--- src/inc/sas_consts.svh ---
// Register map, field positions, reset values and timing bases
`ifndef SAS_CONSTS_SVH
`define SAS_CONSTS_SVH
`define SAS_OFF_CTL 12'h000
`define SAS_OFF_CFG 12'h004
`define SAS_OFF_PDN 12'h008
`define SAS_OFF_DATA 12'h040
`define SAS_CTL_FLAG 7
`define SAS_CTL_IE 6
`define SAS_CTL_START 5
`define SAS_CTL_CH 0
`define SAS_CFG_TRG 6
`define SAS_CFG_SCAN 4
`define SAS_CFG_CKS 2
`define SAS_RST_CTL 8'h00
`define SAS_RST_CFG 8'h00
`define SAS_RST_PDN 16'h0000
// Timings in states (one state = one mclk cycle); bases shifted right by clock select, adders added unshifted after
`define SAS_DLY_BASE 16
`define SAS_DLY_ADD 2
`define SAS_SPL_BASE 128
`define SAS_CMP_BASE 368
`define SAS_CMP_ADD 2
`define SAS_GAP_BASE 16
`define SAS_SAR_MSB 10'h200
`endif

--- src/inc/sas_pkg.sv ---
// Types shared by the converter sequencer
package sas_pkg;
    typedef enum logic [2:0] {SAS_IDLE, SAS_DELAY, SAS_SAMPLE, SAS_CONVERT, SAS_GAP} sas_state_t;
    typedef struct packed {
        logic end_flag;
        logic irq_en;
        logic start;
        logic [3:0] chan;
    } sas_ctl_t;
    typedef struct packed {
        logic [1:0] trig_sel;
        logic [1:0] scan_mode;
        logic [1:0] clk_sel;
    } sas_cfg_t;
endpackage

--- src/rtl/sas_sequencer.sv ---
// Successive-approximation converter sequencer with APB registers
`timescale 1ns/1ps
`include "sas_consts.svh"
module sas_sequencer #(
    parameter int NCH = 16,
    parameter int RES = 10
) (
    // Clock and reset
    input wire logic mclk,
    input wire logic rstn,
    // APB slave
    input wire logic psel,
    input wire logic penable,
    input wire logic pwrite,
    input wire logic [11:0] paddr,
    input wire logic [31:0] pwdata,
    output logic [31:0] prdata,
    output logic pready,
    output logic pslverr,
    // Start triggers
    input wire logic timer_pulse_unit_trg,
    input wire logic external_trigger_pin_n,
    // Analog front end
    input wire logic cmp_in,
    output logic [9:0] dac_code,
    output logic sample_en,
    output logic [3:0] channel_sel,
    output logic [15:0] pulldown_en,
    // Event output
    output logic conversion_end_interrupt
);
    if (NCH != 16 || RES != 10)
    begin : g_chk
        $error("sas_sequencer supports only 16 channels of 10 bits");
    end

    sas_pkg::sas_state_t state_r, state_nxt;
    sas_pkg::sas_ctl_t ctl_r, ctl_nxt;
    sas_pkg::sas_cfg_t cfg_r;
    logic [15:0] pdn_r;
    logic [9:0] cnt_r, cnt_nxt;
    logic [9:0] sar_r, sar_nxt;
    logic [3:0] cur_r, cur_nxt;
    logic [3:0] free_r;
    logic [31:0] prdata_r;
    logic [9:0] data_r [16];
    logic trg_s1_r, trg_s2_r, trg_s3_r, trg_lvl_r;

    // APB decode
    wire apb_wr = psel & penable & pwrite;
    wire apb_setup = psel & ~penable;
    wire hit_ctl = paddr == `SAS_OFF_CTL;
    wire hit_cfg = paddr == `SAS_OFF_CFG;
    wire hit_pdn = paddr == `SAS_OFF_PDN;
    wire hit_data = (paddr[11:6] == 6'(`SAS_OFF_DATA >> 6)) && (paddr[1:0] == 2'b00);
    wire addr_ok = hit_ctl | hit_cfg | hit_pdn | hit_data;
    wire wr_ctl = apb_wr & hit_ctl;
    wire wr_cfg = apb_wr & hit_cfg;
    wire wr_pdn = apb_wr & hit_pdn;
    wire sw_set = wr_ctl & pwdata[`SAS_CTL_START];
    wire sw_clr = wr_ctl & ~pwdata[`SAS_CTL_START];
    wire [31:0] rd_data = hit_ctl ? {24'h00_0000, ctl_r.end_flag, ctl_r.irq_en, ctl_r.start,
        1'b0, ctl_r.chan} :
        hit_cfg ? {24'h00_0000, cfg_r, 2'b00} :
        hit_pdn ? {16'h0000, pdn_r} :
        hit_data ? {22'h00_0000, data_r[paddr[5:2]]} : 32'h0000_0000;

    // Trigger selection
    wire ext_fall = (trg_s2_r == trg_s3_r) & ~trg_s2_r & trg_lvl_r;
    wire trig_hit = (cfg_r.trig_sel == 2'b01 & timer_pulse_unit_trg) |
        (cfg_r.trig_sel == 2'b11 & ext_fall);

    // Channel group bounds
    wire scan_on = cfg_r.scan_mode[1];
    wire [3:0] grp_first = ~scan_on ? ctl_r.chan :
        ~cfg_r.scan_mode[0] ? {ctl_r.chan[3:2], 2'b00} :
        {ctl_r.chan[3], 3'b000};
    wire [3:0] grp_last = ~scan_on ? ctl_r.chan :
        ~cfg_r.scan_mode[0] ? {ctl_r.chan[3:2], ctl_r.chan[1:0]} :
        {ctl_r.chan[3], ctl_r.chan[2:0]};
    wire last_hit = cur_r == grp_last;

    // Phase lengths from clock select
    wire [1:0] cks = cfg_r.clk_sel;
    wire [9:0] span = 10'((`SAS_GAP_BASE >> cks) - 1);
    wire [9:0] dly_min = 10'((`SAS_DLY_BASE >> cks) + `SAS_DLY_ADD);
    wire [9:0] dly_len = dly_min + (10'(free_r) & span);
    wire [9:0] spl_len = 10'((`SAS_SPL_BASE >> cks) - 1);
    wire [9:0] cmp_len = 10'((`SAS_CMP_BASE >> cks) + `SAS_CMP_ADD);

    // Conversion end events
    wire conv_end = (state_r == sas_pkg::SAS_CONVERT) & (cnt_r == 10'h000) & ctl_r.start;
    wire grp_end = conv_end & (~scan_on | last_hit);
    wire [9:0] result = {sar_r[9:1], cmp_in};
    wire [9:0] sar_bit = 10'(10'h001 << cnt_r[3:0]);
    wire sar_dec = (state_r == sas_pkg::SAS_CONVERT) & (cnt_r < 10'd10);

    // Start, flag and control register
    always_comb
    begin
        ctl_nxt = ctl_r;
        if (wr_ctl)
        begin
            ctl_nxt.irq_en = pwdata[`SAS_CTL_IE];
            ctl_nxt.chan = pwdata[`SAS_CTL_CH +: 4];
        end
        if (sw_clr)
            ctl_nxt.start = 1'b0;
        else if (sw_set | trig_hit)
            ctl_nxt.start = 1'b1;
        else if (conv_end & ~scan_on)
            ctl_nxt.start = 1'b0;
        // Set wins over the write-zero clear
        ctl_nxt.end_flag = grp_end | (ctl_r.end_flag & ~(wr_ctl & ~pwdata[`SAS_CTL_FLAG]));
    end

    // Sequencer state machine
    always_comb
    begin
        state_nxt = state_r;
        cnt_nxt = cnt_r - 10'd1;
        cur_nxt = cur_r;
        sar_nxt = sar_r;
        case (state_r)
            sas_pkg::SAS_IDLE:
            begin
                cnt_nxt = dly_len - 10'd1;
                cur_nxt = grp_first;
                if (ctl_r.start)
                    state_nxt = sas_pkg::SAS_DELAY;
            end
            sas_pkg::SAS_DELAY, sas_pkg::SAS_GAP:
                if (cnt_r == 10'h000)
                begin
                    state_nxt = sas_pkg::SAS_SAMPLE;
                    cnt_nxt = spl_len - 10'd1;
                end
            sas_pkg::SAS_SAMPLE:
                if (cnt_r == 10'h000)
                begin
                    state_nxt = sas_pkg::SAS_CONVERT;
                    cnt_nxt = cmp_len - 10'd1;
                    sar_nxt = `SAS_SAR_MSB;
                end
            sas_pkg::SAS_CONVERT:
            begin
                if (sar_dec)
                    sar_nxt = (cmp_in ? sar_r : sar_r & ~sar_bit) | (sar_bit >> 1);
                if (cnt_r == 10'h000)
                begin
                    if (scan_on)
                    begin
                        state_nxt = sas_pkg::SAS_GAP;
                        cnt_nxt = span - 10'd1;
                        cur_nxt = last_hit ? grp_first : cur_r + 4'd1;
                    end
                    else
                        state_nxt = sas_pkg::SAS_IDLE;
                end
            end
            default:
                state_nxt = sas_pkg::SAS_IDLE;
        endcase
        if (!ctl_r.start)
            state_nxt = sas_pkg::SAS_IDLE;
    end

    always_ff @(posedge mclk or negedge rstn)
    begin
        if (!rstn)
        begin
            state_r <= sas_pkg::SAS_IDLE;
            cnt_r <= 10'h000;
            sar_r <= 10'h000;
            cur_r <= 4'h0;
            free_r <= 4'h0;
        end
        else
        begin
            state_r <= state_nxt;
            cnt_r <= cnt_nxt;
            sar_r <= sar_nxt;
            cur_r <= cur_nxt;
            free_r <= free_r + 4'd1;
        end
    end

    always_ff @(posedge mclk or negedge rstn)
    begin
        if (!rstn)
        begin
            ctl_r <= sas_pkg::sas_ctl_t'({3'(`SAS_RST_CTL >> `SAS_CTL_START), 4'(`SAS_RST_CTL)});
            cfg_r <= sas_pkg::sas_cfg_t'(6'(`SAS_RST_CFG >> `SAS_CFG_CKS));
            pdn_r <= `SAS_RST_PDN;
            prdata_r <= 32'h0000_0000;
        end
        else
        begin
            ctl_r <= ctl_nxt;
            if (wr_cfg)
                cfg_r <= pwdata[`SAS_CFG_CKS +: 6];
            if (wr_pdn)
                pdn_r <= pwdata[15:0];
            if (apb_setup)
                prdata_r <= rd_data;
        end
    end

    // External trigger pin synchroniser
    always_ff @(posedge mclk or negedge rstn)
    begin
        if (!rstn)
        begin
            trg_s1_r <= 1'b1;
            trg_s2_r <= 1'b1;
            trg_s3_r <= 1'b1;
            trg_lvl_r <= 1'b1;
        end
        else
        begin
            trg_s1_r <= external_trigger_pin_n;
            trg_s2_r <= trg_s1_r;
            trg_s3_r <= trg_s2_r;
            if (trg_s2_r == trg_s3_r)
                trg_lvl_r <= trg_s2_r;
        end
    end

    // Per-channel result registers
    for (genvar i = 0; i < NCH; i++)
    begin : g_data
        always_ff @(posedge mclk or negedge rstn)
        begin
            if (!rstn)
                data_r[i] <= 10'h000;
            else if (conv_end && cur_r == 4'(i))
                data_r[i] <= result;
        end
    end

    assign prdata = prdata_r;
    assign pready = 1'b1;
    assign pslverr = psel & penable & ~addr_ok;
    assign dac_code = sar_r;
    assign sample_en = state_r == sas_pkg::SAS_SAMPLE;
    assign channel_sel = cur_r;
    assign pulldown_en = pdn_r;
    assign conversion_end_interrupt = ctl_r.end_flag & ctl_r.irq_en;

    property p_pdn;
        @(posedge mclk) disable iff (!rstn) wr_pdn |=> pulldown_en == $past(pwdata[15:0]);
    endproperty
    a_pdn: assert property (p_pdn)
        else $error("pull-down not updated");

    property p_msb;
        @(posedge mclk) disable iff (!rstn)
            (state_r == sas_pkg::SAS_CONVERT && cnt_r > 10'd10) |-> dac_code == 10'h200;
    endproperty
    a_msb: assert property (p_msb)
        else $error("trial code wrong before decisions");

    property p_trial;
        @(posedge mclk) disable iff (!rstn)
            (state_r == sas_pkg::SAS_CONVERT && cnt_r < 10'd10) |-> dac_code[cnt_r[3:0]];
    endproperty
    a_trial: assert property (p_trial)
        else $error("trial bit not raised during decision");

    property p_result;
        @(posedge mclk) disable iff (!rstn)
            conv_end |=> data_r[$past(cur_r)] == $past(result);
    endproperty
    a_result: assert property (p_result)
        else $error("result not stored");

    property p_flag;
        @(posedge mclk) disable iff (!rstn)
            (grp_end && ctl_r.irq_en && !wr_ctl) |=> ctl_r.end_flag && conversion_end_interrupt;
    endproperty
    a_flag: assert property (p_flag)
        else $error("end flag or interrupt missing");

    property p_single;
        @(posedge mclk) disable iff (!rstn)
            (conv_end && !scan_on && !wr_ctl && !trig_hit) |=> !ctl_r.start ##1
                state_r == sas_pkg::SAS_IDLE;
    endproperty
    a_single: assert property (p_single)
        else $error("single start did not clear");

    property p_abort;
        @(posedge mclk) disable iff (!rstn)
            !ctl_r.start |=> state_r == sas_pkg::SAS_IDLE;
    endproperty
    a_abort: assert property (p_abort)
        else $error("cleared start did not stop conversion");

    property p_first;
        @(posedge mclk) disable iff (!rstn)
            (state_r == sas_pkg::SAS_IDLE && ctl_r.start) |=> channel_sel == $past(grp_first);
    endproperty
    a_first: assert property (p_first)
        else $error("conversion did not begin at group start");

    property p_wrap;
        @(posedge mclk) disable iff (!rstn)
            (conv_end && scan_on && last_hit && !wr_ctl && !wr_cfg) |=>
                cur_r == grp_first && ctl_r.start;
    endproperty
    a_wrap: assert property (p_wrap)
        else $error("scan did not restart group");

    property p_scan_hold;
        @(posedge mclk) disable iff (!rstn)
            (scan_on && ctl_r.start && !sw_clr) |=> ctl_r.start;
    endproperty
    a_scan_hold: assert property (p_scan_hold)
        else $error("scan start cleared itself");

    property p_delay;
        @(posedge mclk) disable iff (!rstn)
            (state_r == sas_pkg::SAS_IDLE && ctl_r.start && !wr_cfg) |=>
                cnt_r + 10'd1 >= dly_min && cnt_r + 10'd1 <= dly_min + span;
    endproperty
    a_delay: assert property (p_delay)
        else $error("start delay out of range");

    property p_spl;
        @(posedge mclk) disable iff (!rstn)
            (state_r == sas_pkg::SAS_SAMPLE && $past(state_r) != sas_pkg::SAS_SAMPLE)
                |-> cnt_r == spl_len - 10'd1;
    endproperty
    a_spl: assert property (p_spl)
        else $error("sampling length wrong");

    property p_gap;
        @(posedge mclk) disable iff (!rstn)
            (state_r == sas_pkg::SAS_GAP && $past(state_r) == sas_pkg::SAS_CONVERT &&
                !$past(wr_cfg)) |-> cnt_r == span - 10'd1;
    endproperty
    a_gap: assert property (p_gap)
        else $error("scan gap length wrong");

    property p_ext;
        @(posedge mclk) disable iff (!rstn)
            (cfg_r.trig_sel == 2'b11 && ext_fall && !sw_clr) |=> ctl_r.start;
    endproperty
    a_ext: assert property (p_ext)
        else $error("external edge did not start");

    property p_timer;
        @(posedge mclk) disable iff (!rstn)
            (cfg_r.trig_sel == 2'b01 && timer_pulse_unit_trg && !sw_clr) |=> ctl_r.start;
    endproperty
    a_timer: assert property (p_timer)
        else $error("timer trigger did not start");

    property p_prohib;
        @(posedge mclk) disable iff (!rstn)
            (cfg_r.trig_sel == 2'b10 && !ctl_r.start && !sw_set) |=> !ctl_r.start;
    endproperty
    a_prohib: assert property (p_prohib)
        else $error("prohibited trigger code started");
endmodule // sas_sequencer

--- config.mk ---
export PLATFORM = sky130hd
export DESIGN_NAME = sas_sequencer
export DESIGN_NICKNAME = d
export VERILOG_FILES = /design/src/inc/sas_pkg.sv /design/src/rtl/sas_sequencer.sv
export VERILOG_INCLUDE_DIRS = /design/src /design/src/inc
export SDC_FILE = /design/constraint.sdc
export NUM_CORES = 1
export LEC_CHECK = 0
export BUFFER_PORTS_ARGS = -buffer_cell sky130_fd_sc_hd__clkbuf_2
export CAP_MARGIN = 20
export CORE_MARGIN = 2
export CORE_UTILIZATION = 55
export CTS_CLUSTER_SIZE = 24
export DETAILED_ROUTE_END_ITERATION = 8
export PLACE_DENSITY = 0.76
export RECOVER_POWER = 25
export SKIP_CTS_REPAIR_TIMING = 1
export SYNTH_ARGS = -nofsm -noshare
export SYNTH_HDL_FRONTEND = slang
export SYNTH_SLANG_ARGS = --single-unit
--- constraint.sdc ---
create_clock -name mclk -period 3 [get_ports mclk]
set_input_delay 0.45 -clock mclk [delete_from_list [all_inputs] [get_ports mclk]]
set_output_delay 0.45 -clock mclk [all_outputs]
set_load 0.1 [all_outputs]
==> flow_summary.yaml <==
drt:
  vias: 8128
  drc: 0
  first_iter_violations: 456
  wirelength_um: 28700
  wl_per_cell_um: 21.4
  postRouteAntennaNets: 0
  firstDrtPassIters: 5
  avgViaCountPerCell: 6.06
floorplan:
  ios: 118
  rows: 53
  die_width_um: 151
  die_h_um: 151
  die_area_mm2: 0.0227
  initial_core_util_pct: 56.2
  coreArea_mm2: 0.0211
global_route:
  grt_max_degree: 101
  track_usage_pct: 26.2
  first_global_vias: 8291
  antenna_found_initial: 0
  grt_first_pass_wirelength_um: 46100
  grt_overflow: 0
synthesis:
  synth_cell_types: 73
  ys_ff_latch: 240
  muxShareOfSynthArea_pct: 26.9
  synth_compound_area_share_pct: 6.43
  ys_warn_count: 0
  yosysSeqAreaShare_pct: 50.7
  synthAdderAreaFrac_pct: 1.58
  yosys.area_share.simple_pct: 10.2
  syn_area_mm2: 0.0119
  ys.flop_type: "dfrtp_1"
  synth_top_family_by_area: "multiplexers"
  syn_inst: 931
  syn_area_per_cell_um2: 12.7
  synth_edf_count: 0
  synthArstFlopShare_pct: 100
  synth-xor-area-share_pct: 0.961
final_layout:
  antenna_cells: 0
  syn_to_final_growth_pct: 16.2
  nets: 1113
  fin_area_mm2: 0.0138
  fin_cells: 1341
  drive_gt1_share_pct: 39.7
critical_path:
  arrival_ps: 2260
  crit_type: "flip-flop to primary output"
  path_cells: "or3b_2 -> inv_1 -> clkbuf_2"
  critPathBufInv: 2
  r2r-end: "data_r[97]$_DFFE_PN0P_"
  max_stage_delay_ps: 570
  worstPathRequired_ps: 2550
  critPathTopFamily: "buffers and inverters"
  worstSetupStartpointType: "flip-flop"
  worst-path-max-fanout: 17
  r2r_start: "cnt_r[0]$_DFF_PN0_"
  rrSetupSlack_ps: 300
  slowest_stage: "or3b_2"
  cp-end-kind: "primary output"
  reg2reg_depth: 8
sta:
  setup_viol: 0
  finClkSkew_ps: 11.3
  max_freq_mhz: 369
  post-route-min-period_ps: 2710
  slew_headroom_pct: -3.47
  fin_crit_sh_pct: 90.2
  finalHoldViolCount: 0
  tightest_slew_ps: 1550
  fin_setup_tns_ps: 0
  rsz0062_at_grt: "false"
  whs_ps: 161
  maxSlewViolCount: 65
clocking:
  cts-root-buf: "clkbuf_16"
  htreeDepth: 1
  cts_buffer_depth: 3
  cts_buffers: 26
  cts.sinks: 240
  cts_tree: "yes"
  clk_pin_slew_worst_paths_ps: 60
  clk_latency_ps: 520
min_path:
  min-delay-start: "pwdata[9]"
  hold_class: "input port to flip-flop"
  hold_depth: 2
  hold_path_end: "pulldown_en[9]$_DFFE_PN0P_"
run_status:
  status: "finished with violations"
  violations: "max-capacitance violations, max-slew violations"
power:
  power-per-cell-area_mw_per_mm2: 793
  vdd_ir_drop_max_v: 0.000549
  p_leak_nw: 6.65
placement:
  placed_cell_area_mm2: 0.0128
  port_buffers: 84
  post-dp-hpwl_um: 19700
  dp.cells: 1291
  globalplace.congestion: 0.946
job:
  maxCapViolations: 1
[cells in the final DEF, fill, tap and decap left out, drive strengths merged, types with 8 or more instances in the layout]
cell    count
dfrtp     236
mux2      186
clkbuf    121
nand2      58
buf        49
nor2       48
mux4       40
o21ai      29
nand3      24
a21oi      22
nor3       21
inv        20
mux2i      19
conb       18
ha         15
nand2b     12
xnor2      10
a31oi       8
nand4       8
[worst max path at each step]
stage / startpoint / to / cells after the start
finish: state_r[0]$_DFFE_PN0P_ / sample_en / 3
global route: cnt_r[1]$_DFF_PN0_ / data_r[93]$_DFFE_PN0P_ / 8
CTS: cnt_r[0]$_DFF_PN0_ / data_r[93]$_DFFE_PN0P_ / 8
detailed placement: cnt_r[0]$_DFF_PN0_ / data_r[93]$_DFFE_PN0P_ / 8
global placement: paddr[3] / prdata[2]$_DFFE_PN0P_ / 7
floorplan: paddr[2] / pslverr / 4
[per-stage QoR]
| step | total power, mW | setup WS, ps | util (%) |
|---|---|---|---|
| after global routing | 11.4 | 153 | 65.3 |
| after floorplan | 6.55 | 142 | - |
| after CTS | 11.0 | 289 | 65.3 |
| after detailed placement | 7.43 | 311 | 60.8 |
| final | 10.9 | 293 | 65.3 |
| after global placement | 7.35 | 356 | 60.8 |
[flip-flops by register name, indices dropped and copies added, names as in the netlist, 2 cells and up]
register and count:
ctl_r 3, state_r 3, prdata 16, pulldown_en 16, cnt_r 10, channel_sel 4, free_r 4, grp_last 4
data_r 160, cks 2, dac_code 10, cfg_r 4
[logic make-up after synthesis]
family,Yosys count
muxes,245
other,2
AOI/OAI and AO/OA,115
buffers and inverters,82
and+or+nand+nor,219
xor gates and xnor gates,13
adders and majority gates,15
DFF,240
[Yosys cell counts (all sizes together) (21+ instances only)]
master	n	share of area (%)
mux4	40	7.6
nor2	48	1.6
nand2	58	1.9
a21oi	22	0.93
mux2	186	18
clkbuf	33	1.0
dfrtp	236	50
nand3	24	1.1
buf	30	1.6
o21ai	29	1.2
nor3	21	1.2
[worst reg2reg max path, stage by stage (launching register included)]
cell and delay, ps:
dfrtp_1 430, inv_1 100, ha_1 230, or3b_1 510
nor3_4 280, nand4_4 210, nor3b_1 230, buf_4 250
mux2_2 350
[layout make-up]
cell class                 instances  area (um^2)
fill                            1547         7320
sequential                       240         6010
multi-input combinational        625         5540
timing repair buffer             134          848
clock buffer                      38          777
tap                              275          344
clock inverter                    10          181
inverter                          19         71.3
[power breakdown]
| part | internal (mW) | switching [mW] | total, mW |
|---|---|---|---|
| Sequential | 3.74 | 0.551 | 4.29 |
| Combinational | 1.08 | 2.05 | 3.12 |
| Clock | 2.22 | 1.28 | 3.50 |
[metal layers]
layer,vias to the layer above,global-route usage [%],part of all wire [%]
met2,272,43.4,49
met4,0,8.69,3.1
met5,-,0,0
met3,53,3.70,6.0
met1,4160,36.2,42
li1,3643,-,-
No activity file was read; power rests on OpenSTA's default activity.
